**config.mk**
```make
export PLATFORM = sky130hd
export DESIGN_NAME = kpi_keypad_wake_unit
export DESIGN_NICKNAME = d
export VERILOG_FILES = /design/src/verilog/kpi_pkg.sv /design/src/verilog/kpi_edge_detect.sv /design/src/verilog/kpi_keypad_wake_unit.sv
export SDC_FILE = /design/constraint.sdc
export NUM_CORES = 1
export LEC_CHECK = 0
export ABC_AREA = 1
export BUFFER_PORTS_ARGS = -buffer_cell sky130_fd_sc_hd__buf_4
export CAP_MARGIN = 20
export CORE_MARGIN = 1
export CORE_UTILIZATION = 30
export DETAILED_ROUTE_END_ITERATION = 7
export GPL_TIMING_DRIVEN = 0
export PLACE_DENSITY_LB_ADDON = 0.3
export SKIP_CTS_REPAIR_TIMING = 1
export SLEW_MARGIN = 10
export SYNTH_ARGS = -nofsm -noshare
export SYNTH_HDL_FRONTEND = slang
export SYNTH_SLANG_ARGS = --single-unit
```
**constraint.sdc**
```tcl
create_clock -name aclk -period 1.6 [get_ports aclk]
set_clock_uncertainty 0.1 [all_clocks]
set_input_delay 0.16 -clock aclk [delete_from_list [all_inputs] [get_ports aclk]]
set_output_delay 0.16 -clock aclk [all_outputs]
set_load 0.05 [all_outputs]
```
**src/verilog/kpi_pkg.sv**
```systemverilog
package kpi_pkg;

    // register byte addresses on the bus
    // five word registers need a fifth address bit to reach 0x10
    localparam logic [4:0] KPI_ADDR_STATUS_CONTROL = 5'h00;
    localparam logic [4:0] KPI_ADDR_PIN_ENABLE = 5'h04;
    localparam logic [4:0] KPI_ADDR_POLARITY = 5'h08;
    localparam logic [4:0] KPI_ADDR_IRQ_STATUS = 5'h0c;
    localparam logic [4:0] KPI_ADDR_IRQ_MASK = 5'h10;

    // status/control field positions
    localparam int KPI_BIT_DETECT_MODE = 0;
    localparam int KPI_BIT_IRQ_ENABLE = 1;
    localparam int KPI_BIT_ACKNOWLEDGE = 2;
    localparam int KPI_BIT_EVENT_FLAG = 3;

    // implemented key inputs: bits 5, 4, 2, 1, 0
    localparam logic [7:0] KPI_PIN_MASK = 8'h37;
    localparam logic [7:0] KPI_CTRL_WRITE_MASK = 8'h03;

    // read default byte and bus response codes
    localparam logic [7:0] KPI_RESET_BYTE = 8'h00;
    localparam logic [1:0] KPI_RESP_OKAY = 2'h0;
    localparam logic [1:0] KPI_RESP_SLVERR = 2'h2;

    // interrupt status bits
    localparam int KPI_IRQ_BIT_EVENT = 0;
    localparam logic [7:0] KPI_IRQ_IMPL = 8'h01;

    typedef struct packed {
        logic [7:0] prev;
        logic [7:0] armed;
        logic [7:0] level;
        logic [7:0] rise;
    } kpi_detect_type;

    typedef struct packed {
        logic awvalid;
        logic [4:0] awaddr;
        logic wvalid;
        logic [31:0] wdata;
        logic [3:0] wstrb;
        logic bready;
        logic arvalid;
        logic [4:0] araddr;
        logic rready;
    } kpi_bus_in_type;

endpackage

```
**src/verilog/kpi_edge_detect.sv**
```systemverilog
`timescale 1ns/10ps
module kpi_edge_detect
    import kpi_pkg::*;
(
    input wire logic aclk,
    input wire logic aresetn,
    input wire logic [7:0] pin_async,
    input wire logic [7:0] pin_enable,
    input wire logic [7:0] polarity,
    output logic [7:0] asserted_level,
    output logic [7:0] edge_seen
);

    typedef struct packed {
        logic [7:0] sync1;
        logic [7:0] sync2;
        logic [7:0] armed;
    } kpi_edge_state_type;

    kpi_edge_state_type state;
    kpi_edge_state_type next_state;
    logic [7:0] active;

    // normalise so that 1 means asserted for either polarity
    assign active = state.sync2 ~^ polarity;

    always_comb begin
        next_state = state;
        next_state.sync1 = pin_async;
        next_state.sync2 = state.sync1;
        // arm only after the pin was seen deasserted for one cycle
        next_state.armed = ~active & pin_enable & KPI_PIN_MASK;
    end

    always_ff @(posedge aclk) begin
        if (!aresetn) begin
            state <= '0;
        end else begin
            state <= next_state;
        end
    end

    genvar i;
    generate
        for (i = 0; i < 8; i++) begin : g_pin
            assign asserted_level[i] = active[i] & pin_enable[i]
                & KPI_PIN_MASK[i];
            assign edge_seen[i] = state.armed[i] & active[i]
                & pin_enable[i];
        end
    endgenerate

endmodule // kpi_edge_detect

```
**src/verilog/kpi_keypad_wake_unit.sv**
```systemverilog
// The AXI4-Lite interface to the registers and the register addresses were chosen for this implementation.
`timescale 1ns/10ps
module kpi_keypad_wake_unit
    import kpi_pkg::*;
(
    input wire logic aclk,
    input wire logic aresetn,
    input wire logic [7:0] key_input_pin,
    input wire logic stop_mode,
    output logic key_irq,
    output logic stop_wakeup,
    output logic irq,
    input wire logic awvalid,
    output logic awready,
    input wire logic [4:0] awaddr,
    input wire logic wvalid,
    output logic wready,
    input wire logic [31:0] wdata,
    input wire logic [3:0] wstrb,
    output logic bvalid,
    input wire logic bready,
    output logic [1:0] bresp,
    input wire logic arvalid,
    output logic arready,
    input wire logic [4:0] araddr,
    output logic rvalid,
    input wire logic rready,
    output logic [31:0] rdata,
    output logic [1:0] rresp
);

    typedef struct packed {
        logic aw_held;
        logic [4:0] aw_addr;
        logic w_held;
        logic [31:0] w_data;
        logic [3:0] w_strb;
        logic b_valid;
        logic [1:0] b_resp;
        logic r_valid;
        logic [31:0] r_data;
        logic [1:0] r_resp;
        logic [7:0] pin_enable;
        logic [7:0] polarity;
        logic detect_mode;
        logic irq_enable;
        logic event_flag;
        logic [7:0] irq_status;
        logic [7:0] irq_mask;
    } kpi_state_type;

    kpi_state_type state;
    kpi_state_type next_state;
    logic [7:0] asserted_level;
    logic [7:0] edge_seen;
    logic event_hit;
    logic any_asserted;
    logic do_write;
    logic [7:0] wbyte;
    logic [7:0] rbyte;
    logic read_ok;
    logic write_ok;

    kpi_edge_detect u_edge (
        .aclk(aclk),
        .aresetn(aresetn),
        .pin_async(key_input_pin),
        .pin_enable(state.pin_enable),
        .polarity(state.polarity),
        .asserted_level(asserted_level),
        .edge_seen(edge_seen)
    );

    // detection runs on every clock whatever the cpu mode; only the
    // stop path below is combinational because the clock may be gated
    assign any_asserted = |asserted_level;
    assign event_hit = (|edge_seen)
        | (state.detect_mode & any_asserted);

    // stop wake: raw pin compared against polarity, no clock needed;
    // this is a level, so a caller must gate it into its own wake logic
    assign stop_wakeup = stop_mode & state.irq_enable
        & |((key_input_pin ~^ state.polarity) & state.pin_enable
        & KPI_PIN_MASK);

    assign awready = !state.aw_held && !state.b_valid;
    assign wready = !state.w_held && !state.b_valid;
    assign arready = !state.r_valid;
    assign bvalid = state.b_valid;
    assign bresp = state.b_resp;
    assign rvalid = state.r_valid;
    assign rdata = state.r_data;
    assign rresp = state.r_resp;
    assign key_irq = state.event_flag & state.irq_enable;
    assign irq = |(state.irq_status & state.irq_mask);

    assign do_write = state.aw_held && state.w_held && !state.b_valid;
    assign wbyte = state.w_strb[0] ? state.w_data[7:0] : 8'h00;
    assign write_ok = (state.aw_addr == KPI_ADDR_STATUS_CONTROL)
        || (state.aw_addr == KPI_ADDR_PIN_ENABLE)
        || (state.aw_addr == KPI_ADDR_POLARITY)
        || (state.aw_addr == KPI_ADDR_IRQ_STATUS)
        || (state.aw_addr == KPI_ADDR_IRQ_MASK);

    always_comb begin
        rbyte = KPI_RESET_BYTE;
        read_ok = 1'b1;
        case (araddr)
            KPI_ADDR_STATUS_CONTROL: begin
                // acknowledge bit always reads zero
                rbyte[KPI_BIT_EVENT_FLAG] = state.event_flag;
                rbyte[KPI_BIT_ACKNOWLEDGE] = 1'b0;
                rbyte[KPI_BIT_IRQ_ENABLE] = state.irq_enable;
                rbyte[KPI_BIT_DETECT_MODE] = state.detect_mode;
            end
            KPI_ADDR_PIN_ENABLE: begin
                rbyte = state.pin_enable;
            end
            KPI_ADDR_POLARITY: begin
                rbyte = state.polarity;
            end
            KPI_ADDR_IRQ_STATUS: begin
                rbyte = state.irq_status;
            end
            KPI_ADDR_IRQ_MASK: begin
                rbyte = state.irq_mask;
            end
            default: begin
                read_ok = 1'b0;
            end
        endcase
    end

    always_comb begin
        next_state = state;
        if (awvalid && awready) begin
            next_state.aw_held = 1'b1;
            next_state.aw_addr = awaddr;
        end
        if (wvalid && wready) begin
            next_state.w_held = 1'b1;
            next_state.w_data = wdata;
            next_state.w_strb = wstrb;
        end
        if (state.b_valid && bready) begin
            next_state.b_valid = 1'b0;
        end
        if (state.r_valid && rready) begin
            next_state.r_valid = 1'b0;
        end
        if (arvalid && arready) begin
            next_state.r_valid = 1'b1;
            next_state.r_data = {24'h000000, rbyte};
            next_state.r_resp = read_ok ? KPI_RESP_OKAY : KPI_RESP_SLVERR;
        end
        if (do_write) begin
            next_state.aw_held = 1'b0;
            next_state.w_held = 1'b0;
            next_state.b_valid = 1'b1;
            next_state.b_resp = write_ok ? KPI_RESP_OKAY : KPI_RESP_SLVERR;
            case (state.aw_addr)
                KPI_ADDR_STATUS_CONTROL: begin
                    if (state.w_strb[0]) begin
                        next_state.detect_mode =
                            wbyte[KPI_BIT_DETECT_MODE];
                        next_state.irq_enable = wbyte[KPI_BIT_IRQ_ENABLE];
                        // level mode holds the flag while any pin asserts
                        if (wbyte[KPI_BIT_ACKNOWLEDGE]
                            && !(wbyte[KPI_BIT_DETECT_MODE]
                            && state.detect_mode && any_asserted)) begin
                            next_state.event_flag = 1'b0;
                        end
                    end
                end
                KPI_ADDR_PIN_ENABLE: begin
                    if (state.w_strb[0]) begin
                        next_state.pin_enable = wbyte & KPI_PIN_MASK;
                    end
                end
                KPI_ADDR_POLARITY: begin
                    if (state.w_strb[0]) begin
                        next_state.polarity = wbyte & KPI_PIN_MASK;
                    end
                end
                KPI_ADDR_IRQ_STATUS: begin
                    next_state.irq_status = state.irq_status & ~wbyte;
                end
                KPI_ADDR_IRQ_MASK: begin
                    next_state.irq_mask = wbyte & KPI_IRQ_IMPL;
                end
                default: begin
                    next_state.b_resp = KPI_RESP_SLVERR;
                end
            endcase
        end
        // set wins over a same-cycle acknowledge or status clear
        if (event_hit) begin
            next_state.event_flag = 1'b1;
            next_state.irq_status[KPI_IRQ_BIT_EVENT] = 1'b1;
        end
    end

    always_ff @(posedge aclk) begin
        if (!aresetn) begin
            state <= '0;
        end else begin
            state <= next_state;
        end
    end

endmodule // kpi_keypad_wake_unit

```
Word-level counts from Yosys, hierarchy flattened --
Cells that the tools add are included.
Storage, ports and cells: bits in registers 73, logic and storage cells 121
Cells by class: bitwise logic cells 29, mux-type cells 19, reductions and logical operators 44, eq/ne operators 8
Operator list (number):
- $mux W35 | 1
- $reduce_or A5 Y1 | 5
- $eq A5 B4 Y1 const B | 4
- $pmux W4 S5 | 1
- $and A1 B1 Y1 | 19
- $mux W17 | 1
- $mux W8 | 2
- $xnor A8 B6 Y6 | 2
- $reduce_bool A2 Y1 | 7
- $and A6 B6 Y6 | 2
- $logic_and A1 B1 Y1 | 12
- $pmux W4 S3 | 1
- $eq A5 B3 Y1 const B | 2
- $eq A5 B5 Y1 const B | 2
- $logic_not A5 Y1 | 2
- $mux W1 | 9
- $reduce_and A3 Y1 | 3
- $and A8 B1 Y8 | 1
- $and A8 B8 Y8 | 1
- $not A8 Y8 | 1
- $reduce_or A8 Y1 | 1
- $mux W2 | 3
- $not A6 Y6 | 1
- $reduce_and A2 Y1 | 3
- 7 further kinds | 14

Logic depth before layout (Yosys ltp) --
Gate-level depths: netlist of run 1.
word-level depth 11, mapped depth 11, depth with buffers taken out 11

Hierarchy --
A second synthesis of run 1 with hierarchy kept.
Unflattened totals: cell total of the unflattened synthesis 441, area, all modules 3155.5 um^2
Modules (own cells, without submodules):
- kpi_keypad_wake_unit | times used 1, cells an instance 348, area each 2519.9 um^2
- kpi_edge_detect | times used 1, cells an instance 93, area each 635.6 um^2

Worst setup path after synthesis of run 1 --
Ideal clock, no wire load.
kind flip-flop to flip-flop, from register state (netlist bit bvalid), to register state[77] (netlist name), required time 1.384 ns, path slack -0.480 ns, cell stages (with the launch flop) 6, buffers on the path 1, arrival time 1.864 ns, clock period less this slack 2.080 ns, cells stage by stage dfxtp_1 > nor2_1 > nand2_1 > clkbuf_1 > o21ai_0 > nor2_1
Between the ends: word-level cells in the longest chain between the ends 3
RTL lines:
- from (decl) | line kpi_keypad_wake_unit.sv:52 | kpi_state_type state;
- from (signal assigned) | line kpi_keypad_wake_unit.sv:207 | state <= next_state;
- $logic_not A1 Y1 | line kpi_keypad_wake_unit.sv:87 | assign wready = !state.w_held && !state.b_valid;
- $logic_and A1 B1 Y1 | line kpi_keypad_wake_unit.sv:87
- via wready | line kpi_keypad_wake_unit.sv:17 | output logic wready,
- $logic_and A1 B1 Y1 | line kpi_keypad_wake_unit.sv:140 | if (wvalid && wready) begin
The timed path passes the listed nets, and every way through them passes these cells. A chain may end at the register's enable or synchronous reset.

Worst setup path in the final report of run 1 --
from register state[23] (netlist name), to output stop_wakeup
Between the ends: word-level cells in the longest chain between the ends 4
RTL lines:
- $xnor A8 B6 Y6 | line kpi_keypad_wake_unit.sv:83 | & |((key_input_pin ~^ state.polarity) & state.pin_enable
- $and A6 B6 Y6 | line kpi_keypad_wake_unit.sv:83
- $reduce_or A5 Y1 | line kpi_keypad_wake_unit.sv:83
- $and A1 B1 Y1 | line kpi_keypad_wake_unit.sv:83
- to (decl) | line kpi_keypad_wake_unit.sv:11 | output logic stop_wakeup,
Every way passes these cells.

==> results of run 1 <==
## where the power goes
| part | total, mW | switching [mW] | internal (mW) |
|---|---|---|---|
| Combinational | 0.623 | 0.410 | 0.213 |
| Sequential | 1.74 | 0.0562 | 1.68 |
| Clock | 1.39 | 0.591 | 0.801 |
## metal layers
layer,vias up,global-route usage (%),wire (µm)
met2,85,23.4,3230
met1,1203,18.0,3320
met4,0,3.63,44
met3,5,4.72,486
met5,-,0,0
li1,1427,-,-
## worst paths after layout
check,start,to,slack [ps],depth (start not counted)
max,state[23],stop_wakeup,-90,5
min,wdata[6],state[83],-20,3
max reg2reg,state[109],state[8],150,9
min reg2reg,u_edge.next_state[8],u_edge.state[8],310,2
## stage by stage
step	instance area (µm²)	setup TNS, ps
2_1_floorplan	3150	0
3_3_place_gp	3680	0
3_5_place_dp	3680	0
4_1_cts	3880	-214
5_1_grt	4020	-150
6_report	4020	-94.5
## registers in the layout (all words and copies together), names as in the netlist
name               flops
bresp                  1
rresp                  1
state                 38
rdata                  8
rvalid                 1
bvalid                 1
u_edge.state          10
u_edge.next_state      5
## layout make-up
class | count | area [µm²]
Timing Repair Buffer | 60 | 477
Clock inverter | 3 | 40.0
Inverter | 50 | 191
Multi-Input combinational cell | 272 | 1350
Sequential cell | 65 | 1320
Clock buffer | 13 | 159
Tap cell | 133 | 166
Fill cell | 1029 | 5760
Buffer | 45 | 317
## Yosys cell counts
master | n | area, µm²
and2_1 | 2 | 12.5
a211oi_1 | 3 | 22.5
nor2_2 | 1 | 6.26
nor2_4 | 2 | 22.5
o21ai_1 | 1 | 5.00
nand2_1 | 89 | 334
a21oi_2 | 1 | 8.76
buf_1 | 1 | 3.75
nand2_4 | 1 | 11.3
o211ai_1 | 1 | 7.51
dfxtp_1 | 65 | 1300
a21oi_1 | 31 | 155
nor2_8 | 1 | 20.0
buf_4 | 36 | 270
buf_2 | 1 | 5.00
xnor2_1 | 1 | 8.76
clkbuf_2 | 1 | 5.00
clkbuf_8 | 1 | 13.8
conb_1 | 1 | 3.75
nor3_4 | 2 | 32.5
nor3_2 | 1 | 10.0
xor2_1 | 2 | 17.5
inv_1 | 48 | 180
nand3_1 | 15 | 75.1
inv_2 | 2 | 7.51
nand2_2 | 2 | 12.5
o21bai_1 | 1 | 7.51
nand4_1 | 2 | 12.5
nor2_1 | 38 | 143
nor3_1 | 6 | 30.0
nand4_4 | 2 | 42.5
o21a_1 | 1 | 7.51
o21ai_0 | 32 | 160
clkbuf_1 | 5 | 18.8
a31oi_1 | 7 | 43.8
o22ai_1 | 1 | 6.26
## logic make-up after synthesis
family | Yosys count | share of synthesized area (%)
buffers and inverters | 95 | 16.7
xor gates and xnor gates | 3 | 0.869
other | 1 | 0.124
and+or+nand+nor | 164 | 25.3
DFF | 65 | 43.0
AOI/OAI and AO/OA | 79 | 14.0
## worst register-to-register path, delay by kind of cell, from the launching register on
family	cells	cell delay [ps]
buffers and inverters	3	200
and+or+nand+nor	5	510
DFF	1	360
AOI/OAI and AO/OA	1	190
==> run metrics, run 1 <==
crit path max fanout=5; wire per inst=11.0 µm; Core ar.=between 9000 and 10000 µm²; Synth Cell Area=3020 µm²; Rel. slew slack=60.1%; Sink Count=65; largest net degree at the start of global routing=12; critical path's top delay family=flip-flops; # port buffers=49; Hold Vio Cnt, Final=6; worst vdd ir=around 0.48 mV; CTS root buffer=clkbuf_8; CP Capture Type=output pin; width of the die=between 100 and 150 µm; status=finished with violations; first-pass GRT wire length=11300 µm; Mean Syn Cell Area=~7.4 µm²; Pleak=1.91 nW; final cell count without fillers=641; num rows=36; drt first-iter violations=134; Final Setup Violations=1; number of synthesized register bits=65; Tcrit/Tclk final=106%; Max-Cap Viols=0; Die Ht=between 100 and 150 µm; RSZ-0062 raised after global routing=yes; Place WS=96.4 ps; Gate Count Post-Synth=407; first drt pass iteration count=5; crit path kind=register to output pin; CTS Buf Count=9; largest stage delay on the critical path=360 ps; Hold WS=-15.1 ps; slowest cell on the critical path=dfxtp_4; DRT antenna net count=0; H-tree depth=3; via count=2720; Finished Core Util=41.1%; post-synthesis cell type count=36; total I/O pin count=106; Worst Setup Slack, final=-94.5 ps; dpl cells=slightly above 600; vias per std cell=4.24; initial antenna violation count=0; arrival time at the worst endpoint=1430 ps; WP buf/inv=1; sequential-to-total area share from yosys stat=43.0%; Clock Tree Buf Depth=2; fmax=around 0.6 GHz; commonest non-fill, non-tap cells in the layout=88 x nand2_1, 86 x buf_4, 58 x dfxtp_1; Clock transition at path regs=70 ps; area delta synth->final=32.9%; GR Util All Layers=about 14%; startpoint types=register; hold crit path type=input port to register; Tmin final=approximately 1700 ps; Required @ worst endpoint=between 1000 and 1500 ps; Final nets=565; Ys Warns=0; RePlAce Congestion=0.834; Slew Limit Fails=0; diode count=0; failing checks=hold timing, setup timing; gr ovfl total=0; CP cell instances=xor2_2 > o22ai_1 > nor2_1 > a21oi_2 > buf_6; CTS tree=built; drt total wl=7080 µm; worst skew pair latency=340 ps; Total Die Area=10500 µm²; HPWL Detailed=5490 µm; pwr dens=~930 nW/µm²; commonest non-fill, non-tap cell in the layout=nand2_1; total power=about 3.8 mW; Worst Tran Pin Value=599 ps; number of global-route vias before repair=2427; ratio of cells with drive above 1 in the final layout=26.6%; post-route DRC violation count=0; Initial Util=30.9%
Note: power is estimated with default switching activity, not from simulation.
==> inputs of run 2 (changes only) <==
==> constraint.sdc (replaced) <==
create_clock -name aclk -period 2 [get_ports aclk]
set_clock_uncertainty 0.1 [all_clocks]
set_input_delay 0.2 -clock aclk [delete_from_list [all_inputs] [get_ports aclk]]
set_output_delay 0.2 -clock aclk [all_outputs]
set_load 0.05 [all_outputs]
==> run metrics, run 2 (synthesis results as in run 1) <==
status=finished with violations; failing checks=hold timing; Rel. slew slack=61.6% (+1.5 points); Hold Path Sink=bvalid; FF-to-FF path depth=8 (-1); Pleak=1.87 nW (-2.0%); Final TNS setup=0 ps (+94.5 ps); Tcrit/Tclk final=93.2%; NetSw=0.858 mW (-19%); Finished Core Util=40.1% (-1.0 points); Sink Count=65 (unchanged); ratio of cells with drive above 1 in the final layout=23.7% (-2.9 points); Tmin final=1860 ps; Initial Util=30.9% (unchanged); Hold Crit Depth=4 (+1); Slew Limit Fails=0 (unchanged); Clock Tree Buf Depth=2 (unchanged); met1 Use GR=18.1% (+0.15 points); drt total wl=7020 µm (-0.79%); Largest Register=state; Max-Cap Viols=0 (unchanged); Required @ worst endpoint=1700 ps (+360 ps); GR Util All Layers=14.8% (+0.53 points); commonest non-fill, non-tap cell in the layout=nand2_1; most used routing layer in global routing=met2; DRT antenna net count=0 (unchanged); arrival time at the worst endpoint=1560 ps (+130 ps); CP Capture Type=output pin; worst vdd ir=0.293 mV (-38%); Total Die Area=10500 µm² (unchanged); wire per inst=11.1 µm (+0.15%); Final Setup Violations=0 (-1); largest net degree at the start of global routing=11 (-1); drt first-iter violations=70 (-48%); number of global-route vias before repair=2350 (-3.2%); Worst Tran Pin Value=577 ps (-22.3 ps); Reg-to-Reg Start=state[73]; cell-internal power=2.18 mW (-19%); num rows=36 (unchanged); Switching Fraction=28.2% (about the same); commonest non-fill, non-tap cells in the layout=89 x nand2_1, 85 x buf_4, 65 x dfxtp_1; H-tree depth=3 (unchanged); startpoint types=input port; Worst R2R Setup Slack=520 ps (+370 ps); diode count=0 (unchanged); worst r2r dst=state[16]; grt met2 use=24.2% (+0.83 points); gr ovfl total=0 (unchanged); fmax=0.536 GHz; RSZ-0062 raised after global routing=no; min-delay src=bready; area delta synth->final=29.5%; sequential power share=45.5% (-0.8 points); clock power share=38.5% (+1.4 points); Hold WS=-3.72 ps (+11.4 ps); CTS tree=built; total I/O pin count=106 (unchanged); max reg flops=38 (unchanged); Hold Vio Cnt, Final=1 (-5); initial antenna violation count=0 (unchanged); crit path max fanout=2 (-3); pwr dens=777 nW/µm² (-17%); combinational power share=16.0% (-0.6 points); via count=2641 (-2.9%); worst skew pair latency=350 ps (about the same); post-route DRC violation count=0 (unchanged); first-pass GRT wire length=11400 µm (+1.5%); vias per std cell=4.16 (-2.0%); HPWL Detailed=5460 µm (-0.40%); RePlAce Congestion=0.837 (+0.31%); Core ar.=9770 µm² (unchanged); Die Ht=102 µm (unchanged); Clock transition at path regs=70 ps (about the same); hold crit path type=input port to register; Final nets=559 (-1.1%); CTS Buf Count=9 (unchanged); crit path kind=input port to output pin; first drt pass iteration count=4 (-1); # port buffers=49 (unchanged); CTS root buffer=clkbuf_8; met3 Track Usage GR=4.86% (+0.14 points); width of the die=102 µm (unchanged)
run 2: per-stage QoR:
| step | power (mW) | instances | setup slack (ps) | instance area [µm²] |
|---|---|---|---|---|
| 2_1_floorplan | 1.77 | 432 | 152 | 3120 |
| 3_3_place_gp | 1.89 | 614 | 537 | 3660 |
| 3_5_place_dp | 1.90 | 614 | 526 | 3660 |
| 4_1_cts | 3.07 | 630 | 184 | 3860 |
| 5_1_grt | 3.19 | 635 | 11.0 | 3920 |
| 6_report | 3.04 | 635 | 136 | 3920 |
run 2: worst max-delay path by stage:
stage	startpoint	end	slack, ps
floorplan	rvalid	rvalid	150
CTS	state[23]	stop_wakeup	180
detailed placement	state[109]	state[16]	530
global route	key_input_pin[5]	stop_wakeup	10
finish	key_input_pin[5]	stop_wakeup	140
global placement	araddr[1]	rdata[0]	540
run 2: metal layers:
metal | part of all wire (%) | up-vias | wire length [µm]
li1 | - | 1411 | -
met5 | 0 | - | 0
met2 | 47 | 74 | 3310
met4 | 1.2 | 0 | 83
met1 | 46 | 1148 | 3240
met3 | 5.6 | 8 | 395
run 2: cell type report:
type                       instances  area [µm²]
buffer                            45         317
clock buffer                      14         173
clock inverter                     2        35.0
fill                            1047        5860
inverter                          50         188
multi-input combinational        272        1320
sequential                        65        1300
tap                              133         166
timing repair buffer              54         418
run 2: critical path, cell delays in order:
cell	delay [ps]
dlygate4sd3_1	540
buf_4	140
xor2_1	130
o22ai_1	150
nor2_1	60
a21oi_1	120
buf_4	210
run 2: power groups by stage:
stage	registers [mW]	logic, mW	clock network [mW]
final	1.39	0.486	1.17
after global routing	1.39	0.534	1.26
after CTS	1.39	0.481	1.20
after detailed placement	1.42	0.480	0
after global placement	1.41	0.476	0
after floorplan	1.41	0.356	0
==> inputs of run 3 (changes only) <==
--- a/config.mk
+++ b/config.mk
@@ -6,7 +6,7 @@
 export NUM_CORES = 1
 export LEC_CHECK = 0
 export ABC_AREA = 1
-export BUFFER_PORTS_ARGS = -buffer_cell sky130_fd_sc_hd__buf_4
+export BUFFER_PORTS_ARGS = -buffer_cell sky130_fd_sc_hd__buf_2
 export CAP_MARGIN = 20
 export CORE_MARGIN = 1
 export CORE_UTILIZATION = 30
==> run metrics, run 3 (synthesis results as in run 1) <==
status=finished with violations; failing checks=hold timing; GR Util All Layers=14.8% (-0.018 points); clock power share=33.6% (-4.9 points); Final TNS setup=0 ps (unchanged); Placed Area=3530 µm² (-3.4%); Tmin final=1830 ps (-38.1 ps); NetSw=0.822 mW (-4.2%); wire per inst=11.1 µm (+0.64%); crit path kind=input port to output pin; Tcrit/Tclk final=91.3% (-1.9 points); largest net degree at the start of global routing=11 (unchanged); Rel. slew slack=60.5% (-1.0 points); drt total wl=7050 µm (+0.33%); commonest non-fill, non-tap cell in the layout=nand2_1; max reg flops=38 (unchanged); H-tree depth=3 (unchanged); number of global-route vias before repair=2426 (+3.2%); worst vdd ir=0.447 mV (+52%); final cell count without fillers=633 (-0.31%); post-route DRC violation count=0 (unchanged); hold crit path type=input port to register; worst skew pair latency=340 ps (about the same); Worst Tran Pin Value=592 ps (+15.3 ps); Hold WS=-21.7 ps (-18.0 ps); Finished Core Util=38.2% (-1.9 points); fmax=0.548 GHz (+2.1%); ratio of cells with drive above 1 in the final layout=23.0% (-0.71 points); slowest cell on the critical path=dlygate4sd3_1; area delta synth->final=23.4%; Max-Cap Viols=0 (unchanged); total I/O pin count=106 (unchanged); first drt pass iteration count=4 (unchanged); crit path max fanout=3 (+1); pwr dens=746 nW/µm² (-4.0%); Largest Register=state; Slew Limit Fails=0 (unchanged); Clock Tree Buf Depth=2 (unchanged); arrival time at the worst endpoint=1530 ps (-30 ps); Hold Vio Cnt, Final=1 (unchanged); Total Die Area=10500 µm² (unchanged); CTS root buffer=clkbuf_8; sequential power share=49.8% (+4.3 points); num rows=36 (unchanged); Clock transition at path regs=60 ps (about the same); via count=2677 (+1.4%); Final Cell Area=3730 µm² (-4.7%); CP Capture Type=output pin; combinational power share=16.5% (+0.5 points); initial antenna violation count=0 (unchanged); CP cell instances=dlygate4sd3_1 > buf_2 > a21oi_1 > o21ai_0 > a21oi_1 > buf_2; width of the die=102 µm (unchanged); Worst Setup Slack, final=174 ps (+38.1 ps); Die Ht=102 µm (unchanged); Switching Fraction=29.5% (+1.3 points); Sink Count=65 (unchanged); startpoint types=input port; Final Setup Violations=0 (unchanged); Place WS=520 ps (-6.45 ps); CTS tree=built; fillers=1054 (+0.67%); diode count=0 (unchanged); RSZ-0062 raised after global routing=no; HPWL Detailed=5500 µm (+0.72%); Required @ worst endpoint=1700 ps (about the same); first-pass GRT wire length=11500 µm (+0.66%); gr ovfl total=0 (unchanged); CTS Buf Count=9 (unchanged); cell-internal power=1.96 mW (-10%); vias per std cell=4.23 (+1.7%); Initial Util=30.9% (unchanged); DRT antenna net count=0 (unchanged); Core ar.=9770 µm² (unchanged); Sequential cell area=1300 µm² (unchanged); commonest non-fill, non-tap cells in the layout=89 x nand2_1, 65 x dfxtp_1, 50 x buf_2; # port buffers=49 (unchanged); Worst R2R Setup Slack=530 ps (about the same); Pleak=1.81 nW (-3.4%); total power=2.78 mW (-8.5%); dpl cells=614 (unchanged); footprint of the multi-input gates=1320 µm² (unchanged); Final nets=558 (-0.18%); RePlAce Congestion=0.838 (+0.12%); largest stage delay on the critical path=530 ps (about the same); drt first-iter violations=105 (+50%)
## run 3: final timing paths
path,end,start,cells after the start
max reg2reg,state[10],state[109],7
max,stop_wakeup,key_input_pin[2],6
min,u_edge.next_state[12],key_input_pin[4],3
min reg2reg,u_edge.state[10],u_edge.next_state[10],2
## run 3: routing by layer
| metal | vias to the layer above | share of wire [%] | global-route usage [%] |
|---|---|---|---|
| met1 | 1176 | 45 | 17.8 |
| met4 | 0 | 1.6 | 5.27 |
| met2 | 76 | 47 | 25.1 |
| met5 | - | 0 | 0 |
| met3 | 13 | 6.3 | 4.17 |
| li1 | 1412 | - | - |
## run 3: power groups by stage
stage / clock [mW] / sequential [mW] / combinational, mW
2_1_floorplan: 0 / 1.41 / 0.356
3_3_place_gp: 0 / 1.41 / 0.449
3_5_place_dp: 0 / 1.42 / 0.455
4_1_cts: 0.961 / 1.39 / 0.456
5_1_grt: 1.01 / 1.39 / 0.507
6_report: 0.936 / 1.39 / 0.460
## run 3: cell type report
type	instances	share of cell area [%]
buffer	45	8.48
timing repair buffer	53	7.65
clock buffer	15	4.19
multi-input combinational	272	35.3
sequential	65	34.9
inverter	50	5.03
tap	133	4.46
## run 3: worst max-delay path, delay by kind of cell
family,cells,cell delay [ps]
buf+inv,3,930
compound gates,3,380
